`config.mk`:
```
export PLATFORM = sky130hd
export DESIGN_NAME = fcp_flash_ctrl
export DESIGN_NICKNAME = d
export VERILOG_FILES = /design/src/fcp_pkg.sv /design/src/fcp_flash_ctrl.sv
export SDC_FILE = /design/constraint.sdc
export NUM_CORES = 1
export LEC_CHECK = 0
export BUFFER_PORTS_ARGS = -buffer_cell sky130_fd_sc_hd__buf_2
export CAP_MARGIN = 25
export CORE_UTILIZATION = 27
export CTS_CLUSTER_SIZE = 8
export DETAILED_ROUTE_END_ITERATION = 6
export PLACE_DENSITY = 0.58
export SYNTH_ARGS = -nofsm -noshare
export SYNTH_HDL_FRONTEND = slang
export SYNTH_SLANG_ARGS = --single-unit
```
`constraint.sdc`:
```
create_clock -name hclk -period 5.48 [get_ports hclk]
set_input_delay 0.548 -clock hclk [delete_from_list [all_inputs] [get_ports hclk]]
set_output_delay 0.548 -clock hclk [all_outputs]
set_load 0.02 [all_outputs]
```
`src/fcp_pkg.sv`:
```
// Constants and carrier types of the flash control and boot protection block
// Assumes a 100 MHz system clock and a 32-bit AHB-Lite register bus
package fcp_pkg;

  // ==========================================================
  // Register indices (byte address is four times the index)
  localparam logic [9:0]  FCP_UNLOCK_IDX = 10'h0EE;
  localparam logic [9:0]  FCP_CTRL_IDX   = 10'h0EF;
  localparam logic [9:0]  FCP_STATUS_IDX = 10'h0F0;

  // ==========================================================
  // Register fields and reset values
  localparam logic [7:0]  FCP_UNLOCK_RST = 8'h00;
  localparam logic [7:0]  FCP_UNLOCK_KEY = 8'hA5;
  localparam logic [3:0]  FCP_MODE_RST   = 4'h0;
  localparam int          FCP_MODE_LSB   = 4;
  localparam int          FCP_START_BIT  = 0;
  localparam logic [3:0]  FCP_MODE_PROG  = 4'h5;
  localparam logic [3:0]  FCP_MODE_LOCK  = 4'h6;
  localparam logic [3:0]  FCP_MODE_ERASE = 4'hA;

  // ==========================================================
  // Option byte fields and address decode
  localparam int          FCP_OPT_VOFF   = 7;
  localparam int          FCP_OPT_VSEL   = 5;
  localparam int          FCP_OPT_ROFF   = 2;
  localparam logic [15:0] FCP_VEC_PLAIN  = 16'h0100;
  localparam logic [15:0] FCP_REG_BASE   = 16'h0100;
  localparam logic [15:0] FCP_VEC_TBL [4] =
    '{16'h0200, 16'h0300, 16'h0500, 16'h0900};
  localparam logic [15:0] FCP_TOP_TBL [4] =
    '{16'h01FF, 16'h02FF, 16'h04FF, 16'h08FF};

  // ==========================================================
  // Timing
  localparam int          FCP_ERASE_MS   = 10;
  localparam int          FCP_CLK_KHZ    = 100_000;
  localparam int          FCP_ERASE_CYC  = FCP_ERASE_MS * FCP_CLK_KHZ;

  // ==========================================================
  // Types
  typedef enum logic {PH_IDLE, PH_ERASE} fcp_phase_t;

  typedef struct packed {
    logic        valid;
    logic        prog;
    logic [15:0] addr;
  } fcp_load_t;

  typedef struct packed {
    fcp_phase_t  phase;
    logic [31:0] cnt;
    logic [3:0]  mode;
    logic        start;
    logic [7:0]  unlock;
    logic [7:0]  opt;
    logic        opt_done;
    logic        wr_pend;
    logic [9:0]  wr_idx;
    logic [31:0] rdata;
    logic        go_erase;
    logic        go_lock;
    logic        go_prog;
    logic        blocked;
    logic        refused;
  } fcp_state_t;

endpackage

```
`src/fcp_flash_ctrl.sv`:
```
// Flash operation control with boot region protection and vector select
// Assumes AHB-Lite single slave, option byte stable around reset release
//
// Behaviour
// RULE_01 - Block load program or erase inside an enabled boot region.
// RULE_02 - Boot region exists only when the option region bit is 0.
// RULE_03 - Tool programming mode bypasses boot region protection.
// RULE_04 - Reset vector chosen by option bits 7..5.
// RULE_05 - Boot region size chosen by option bits 2..0.
// RULE_06 - Vector field and size field decode independently.
// RULE_07 - Control register writes act only in user program mode.
// RULE_08 - Mode field codes 5, 6, A valid; other codes start nothing.
// RULE_09 - Software writes zero to control bits 3..1.
// RULE_10 - Start bit launches erase or hard lock.
// RULE_11 - Erase stalls the CPU for 10 ms, then releases it.
// RULE_12 - Byte program and read need no start bit.
// RULE_13 - User program mode only while unlock register holds A5h.
// RULE_14 - Software unlocks, sets sector, writes A1h, then relocks.
// RULE_15 - Start bit self-clears on completion; mode and start reset to zero.
`timescale 1ns/1ps

module fcp_flash_ctrl
  import fcp_pkg::*;
#(
  parameter int ERASE_CYC = FCP_ERASE_CYC
) (
  input  wire logic        hclk,         // System clock
  input  wire logic        hresetn,      // Async reset, active low
  input  wire logic        ce,           // Clock enable
  input  wire logic        hsel,         // Slave select
  input  wire logic [31:0] haddr,        // Byte address
  input  wire logic [1:0]  htrans,       // Transfer type
  input  wire logic        hwrite,       // Write access
  input  wire logic [2:0]  hsize,        // Transfer size
  input  wire logic [31:0] hwdata,       // Write data
  input  wire logic        hready,       // Bus ready
  output logic             hreadyout,    // Slave ready
  output logic             hresp,        // Always OKAY
  output logic      [31:0] hrdata,       // Read data
  input  wire logic [7:0]  option_byte,  // Nonvolatile option byte
  input  wire logic        tool_mode,    // Serial tool programming
  input  wire fcp_load_t   load_req,     // Load-instruction request
  input  wire logic [15:0] sector_addr,  // Sector base for erase
  output logic             cpu_stall,    // CPU held during erase
  output logic             erase_go,     // Erase launched pulse
  output logic             lock_go,      // Hard lock pulse
  output logic             prog_go,      // Byte program accepted
  output logic             load_blocked, // Program refused pulse
  output logic             region_en,    // Boot region active
  output logic      [15:0] region_top,   // Last protected address
  output logic      [15:0] reset_vector  // Vector after power-on
);

  // ==========================================================
  // Parameter check
  if (ERASE_CYC < 1) begin : g_bad
    $error("ERASE_CYC must be at least one");
  end

  localparam logic [31:0] ERASE_LAST = 32'(ERASE_CYC - 1);

  fcp_state_t st;
  fcp_state_t next_st;

  logic       upm;
  logic       ph_ok;
  logic       mapped;
  logic       in_reg;
  logic       sec_reg;
  logic       prot;
  logic       mode_ok;

  // ==========================================================
  // Option decode
  assign upm          = (st.unlock == FCP_UNLOCK_KEY); // [RULE_13]
  assign region_en    = !st.opt[FCP_OPT_ROFF];          // [RULE_02]
  assign region_top   = FCP_TOP_TBL[st.opt[1:0]];       // [RULE_05] [RULE_06]
  assign reset_vector = st.opt[FCP_OPT_VOFF] ? FCP_VEC_PLAIN
                      : FCP_VEC_TBL[st.opt[6:5]];       // [RULE_04] [RULE_06]

  assign in_reg  = region_en && load_req.addr >= FCP_REG_BASE
                && load_req.addr <= region_top;
  assign sec_reg = region_en && sector_addr >= FCP_REG_BASE
                && sector_addr <= region_top;
  assign prot    = in_reg && !tool_mode;                // [RULE_01] [RULE_03]

  // ==========================================================
  // Bus decode
  assign ph_ok   = hsel && htrans[1] && hready;
  assign mapped  = (haddr[31:12] == 20'h0_0000);
  assign mode_ok = (hwdata[7:4] == FCP_MODE_ERASE)
                || (hwdata[7:4] == FCP_MODE_LOCK);      // [RULE_08]

  // ==========================================================
  // Next state
  always_comb begin
    next_st          = st;
    next_st.go_erase = 1'b0;
    next_st.go_lock  = 1'b0;
    next_st.go_prog  = 1'b0;
    next_st.blocked  = 1'b0;

    if (!st.opt_done) begin
      next_st.opt      = option_byte;
      next_st.opt_done = 1'b1;
    end

    // Data phase of a write
    if (st.wr_pend) begin
      if (st.wr_idx == FCP_UNLOCK_IDX) begin
        next_st.unlock = hwdata[7:0];                   // [RULE_13]
      end
      if (st.wr_idx == FCP_CTRL_IDX && upm
          && st.phase == PH_IDLE && !st.start) begin    // [RULE_07]
        next_st.mode  = hwdata[7:FCP_MODE_LSB];
        next_st.start = hwdata[FCP_START_BIT] && mode_ok; // [RULE_10]
      end
    end

    // Operation sequencing
    unique case (st.phase)
      PH_IDLE: begin
        if (st.start && st.mode == FCP_MODE_ERASE) begin
          if (sec_reg && !tool_mode) begin
            next_st.start   = 1'b0;                     // [RULE_01]
            next_st.refused = 1'b1;
          end else begin
            next_st.phase    = PH_ERASE;                // [RULE_11]
            next_st.cnt      = ERASE_LAST;
            next_st.go_erase = 1'b1;
            next_st.refused  = 1'b0;
          end
        end else if (st.start) begin
          next_st.go_lock = 1'b1;                       // [RULE_10]
          next_st.start   = 1'b0;                       // [RULE_15]
        end
      end
      PH_ERASE: begin
        if (st.cnt == 32'h0000_0000) begin
          next_st.phase = PH_IDLE;                      // [RULE_11]
          next_st.start = 1'b0;                         // [RULE_15]
        end else begin
          next_st.cnt = st.cnt - 32'h0000_0001;
        end
      end
    endcase

    // Byte program through the load instruction
    if (load_req.valid && load_req.prog) begin
      if (prot) begin
        next_st.blocked = 1'b1;                         // [RULE_01]
      end else if (upm && st.mode == FCP_MODE_PROG
                   && st.phase == PH_IDLE) begin
        next_st.go_prog = 1'b1;                         // [RULE_12]
      end
    end

    // Address phase
    next_st.wr_pend = ph_ok && hwrite && mapped;
    next_st.wr_idx  = haddr[11:2];
    if (ph_ok && !hwrite) begin
      next_st.rdata = 32'h0000_0000;
      if (mapped) begin
        unique case (haddr[11:2])
          FCP_CTRL_IDX:
            next_st.rdata[7:0] = {st.mode, 3'b000, st.start};
          FCP_UNLOCK_IDX:
            next_st.rdata[7:0] = st.unlock;
          FCP_STATUS_IDX:
            next_st.rdata[15:0] = {st.opt, 4'h0, region_en,
                                   st.refused, cpu_stall, upm};
          default:
            next_st.rdata = 32'h0000_0000;
        endcase
      end
    end
  end

  // ==========================================================
  // State register
  always_ff @(posedge hclk or negedge hresetn) begin
    if (!hresetn) begin
      st        <= '0;
      st.phase  <= PH_IDLE;
      st.mode   <= FCP_MODE_RST;                        // [RULE_15]
      st.unlock <= FCP_UNLOCK_RST;
    end else if (ce) begin
      st <= next_st;
    end
  end

  // ==========================================================
  // Outputs
  assign hreadyout   = ce;
  assign hresp       = 1'b0;
  assign hrdata      = st.rdata;
  assign cpu_stall   = (st.phase == PH_ERASE);
  assign erase_go    = st.go_erase;
  assign lock_go     = st.go_lock;
  assign prog_go     = st.go_prog;
  assign load_blocked = st.blocked;
endmodule // fcp_flash_ctrl

```
==> out/results.ini <==
[cts]
root_buffer=clkbuf_16
cts_max_level=3
ctsResizeCount=0
holdBufCountCts=0
cts.sinks=87
clkLatencyLatePin_ns=0.34
cts_made_buffers=9
cts_tree=yes
clk_pin_slew_worst_paths_ns=0.07
postCtsSetupBuffers=0
clock_path_buffers=2

[pwr]
p_per_area_nw_per_um2=237
pwr-share-seq_pct=47.9
p_leak_nw=2.70
pwr-share-clk_pct=41.6
switching_share_pct=26.7
peakVddDrop_mv=0.178
p_switching_w=0.000372
pwr-share-comb_pct=10.5
internal_power_w=0.00102

[synthesis]
synthesis.area_um2=5090
synth.distinct_cells=60
synth_top_area_share_pct=42.8
async_reset_ff_share_pct=100
synth-seq-area-share_pct=42.8
synth_edf_count=0
synth_xor_area_share_pct=0.689
synthesis.instances=500
ys_ff_latch=87
syn_area_per_cell_um2=10.2
synth-compound-area-share_pct=15.8
synth_common_cells=dfrtp_1 (87), buf_4 (58), mux2_2 (33), a21oi_1 (30), nand2_1 (24)
synth.most_common_cell=dfrtp_1
ys_warn_count=0
synth_top_cell_by_area=dfrtp_1
muxShareOfSynthArea_pct=7.70
synth_ff_type=dfrtp_1
synth-simple-area-share_pct=18.3
synth_top_family_by_area=simple AND/OR/NAND/NOR gates
yosys-top-cells-area=dfrtp_1 (43%), buf_4 (8.6%), mux2_2 (7.3%)
synthAdderAreaFrac_pct=2.46

[placed_design]
placed_cells=811
portBuffers=118
gp_congestion=0.786
dp_hpwl_mm=9.03
dpl_worst_slack_ns=2.24

[die]
die_w_um=139
start_util_pct=27.9
core_um2=18200
row_count=49
io-pin-count=190
die_h_um=139
design.die.area_um2=19400

[global_routing]
antenna_found_initial=0
grtUsageTotal_pct=12.6
grt_overflow=0
grt_pass1_vias=3748
grt_max_degree=56
grt_pass1_wl_mm=19.4

[drt]
detail-route-antenna-nets=0
drtIter0Drc=255
via_per_inst=4.88
wl_mm=12.1
wl_per_cell_um=14.6
vias=4034
drc=0
first_pass_iters=4

[setup_path]
crit_fanout=24
arrival_ns=3.11
path_cells=or2_2 -> ha_1 -> nand4_1 -> or3_1 -> a2111o_1 -> and2_1 -> buf_4 -> o31a_1
endpoint_kind=flop
max_stage_delay_ns=0.54
crit_type=reg2reg
start_kind=flop
cp_slowest_cell=a2111o_1
cp.required_ns=5.71

[final_layout]
area_growth_pct=15.6
final_cells=827
nNetsFinal=721
antenna_cells=0
drive_gt1_share_pct=31.8

[timing]
worst_pin_slew_ns=0.810
finalWorstSetupSlack_ns=2.60
final-setup-viol-count=0
fin_tns_setup_ns=0
fin_crit_ns=2.88
timing.final.crit_share_pct=52.6
final_hold_viol_count=0
rsz0062_at_grt=no
slew_viol_final=0
slew_headroom_pct=44.6
fmax_ghz=0.347
clock_skew_ns=0.00627

[status]
status=complete, no violations

[run]
cap_violations=0

[worst_hold_path]
min_path_type=in2async

-- final cells by class --
type                    count  area [µm²]
well taps                 229         287
clock inverters             7        57.6
multi-input cells         356        2440
inverters                  17        63.8
flip-flops and latches     87        2180
clock buffers               9         225
fillers                  1871       12300
repair buffers            122         631
-- layer usage --
layer | up-vias | share of wire, % | global-route usage, %
met3 | 13 | 5.5 | 3.17
li1 | 1953 | - | -
met1 | 1931 | 48 | 16.8
met2 | 137 | 46 | 20.4
met5 | - | 0 | 0
met4 | 0 | 0.91 | 2.75
-- registers in the layout, summed over array words and instances (netlist names) --
signal and count:
cpu_stall 1, erase_go 1, hrdata 16, load_blocked 1, lock_go 1, prog_go 1, st 66
-- power groups by stage --
stage / logic, W / registers, W / clock network, W
after floorplan: 0.000104 / 0.000677 / 0
after global routing: 0.000162 / 0.000670 / 0.000626
after global placement: 0.000147 / 0.000679 / 0
final: 0.000146 / 0.000668 / 0.000581
after detailed placement: 0.000148 / 0.000680 / 0
after CTS: 0.000149 / 0.000668 / 0.000596
-- worst max-delay path, delay by kind of cell (launching register included) --
kind                       cells  cell delay (ns)
DFF                            1             0.44
AOI/OAI and AO/OA              2             0.83
and+or+nand+nor                4             0.96
adders and majority gates      1             0.29
buffers and inverters          1             0.22
-- cells by family after synthesis --
logic type,count (synthesis)
xor gates and xnor gates,4
adders and majority gates,10
other,2
DFF,87
buffers and inverters,96
muxes,35
AOI/OAI and AO/OA,109
and+or+nand+nor,157
-- path summary, 6_finish.rpt --
path | from | endpoint | slack [ns] | depth (start not counted)
max | st[49] | st[86] | 2.60 | 8
min | hresetn | st[72] | 0.15 | 1
max reg2reg | st[49] | st[86] | 2.60 | 8
min reg2reg | st[48] | st[48] | 0.48 | 1
max in group asynchronous | hresetn | st[88] | 4.28 | 2
min in group hclk | option_byte[2] | st[51] | 0.42 | 3
-- cell usage in the layout, fill, tap and decap left out, types with 9 or more instances in the layout --
master,count
or4_1,16
buf_2,117
nand2_1,24
nor4_1,16
nand3_1,9
a21oi_1,30
nor3_1,14
conb_1,41
or3_1,10
mux2_2,33
clkbuf_16,9
a22o_1,15
nor2_1,22
dfrtp_1,87
nand4_1,9
ha_1,10
o31ai_1,9
inv_1,17
o21ai_0,11
-- metrics by stage --
step	instance area (µm²)	util [%]	hold WS (ns)	total power [W]
after floorplan	5230	-	0.252	0.000781
after global placement	5580	30.7	0.459	0.000826
after detailed placement	5600	30.7	0.465	0.000828
after CTS	5880	32.3	0.155	0.00141
after global routing	5880	32.3	0.162	0.00146
final	5880	32.3	0.148	0.00140
(Power assumes the default switching activity.)
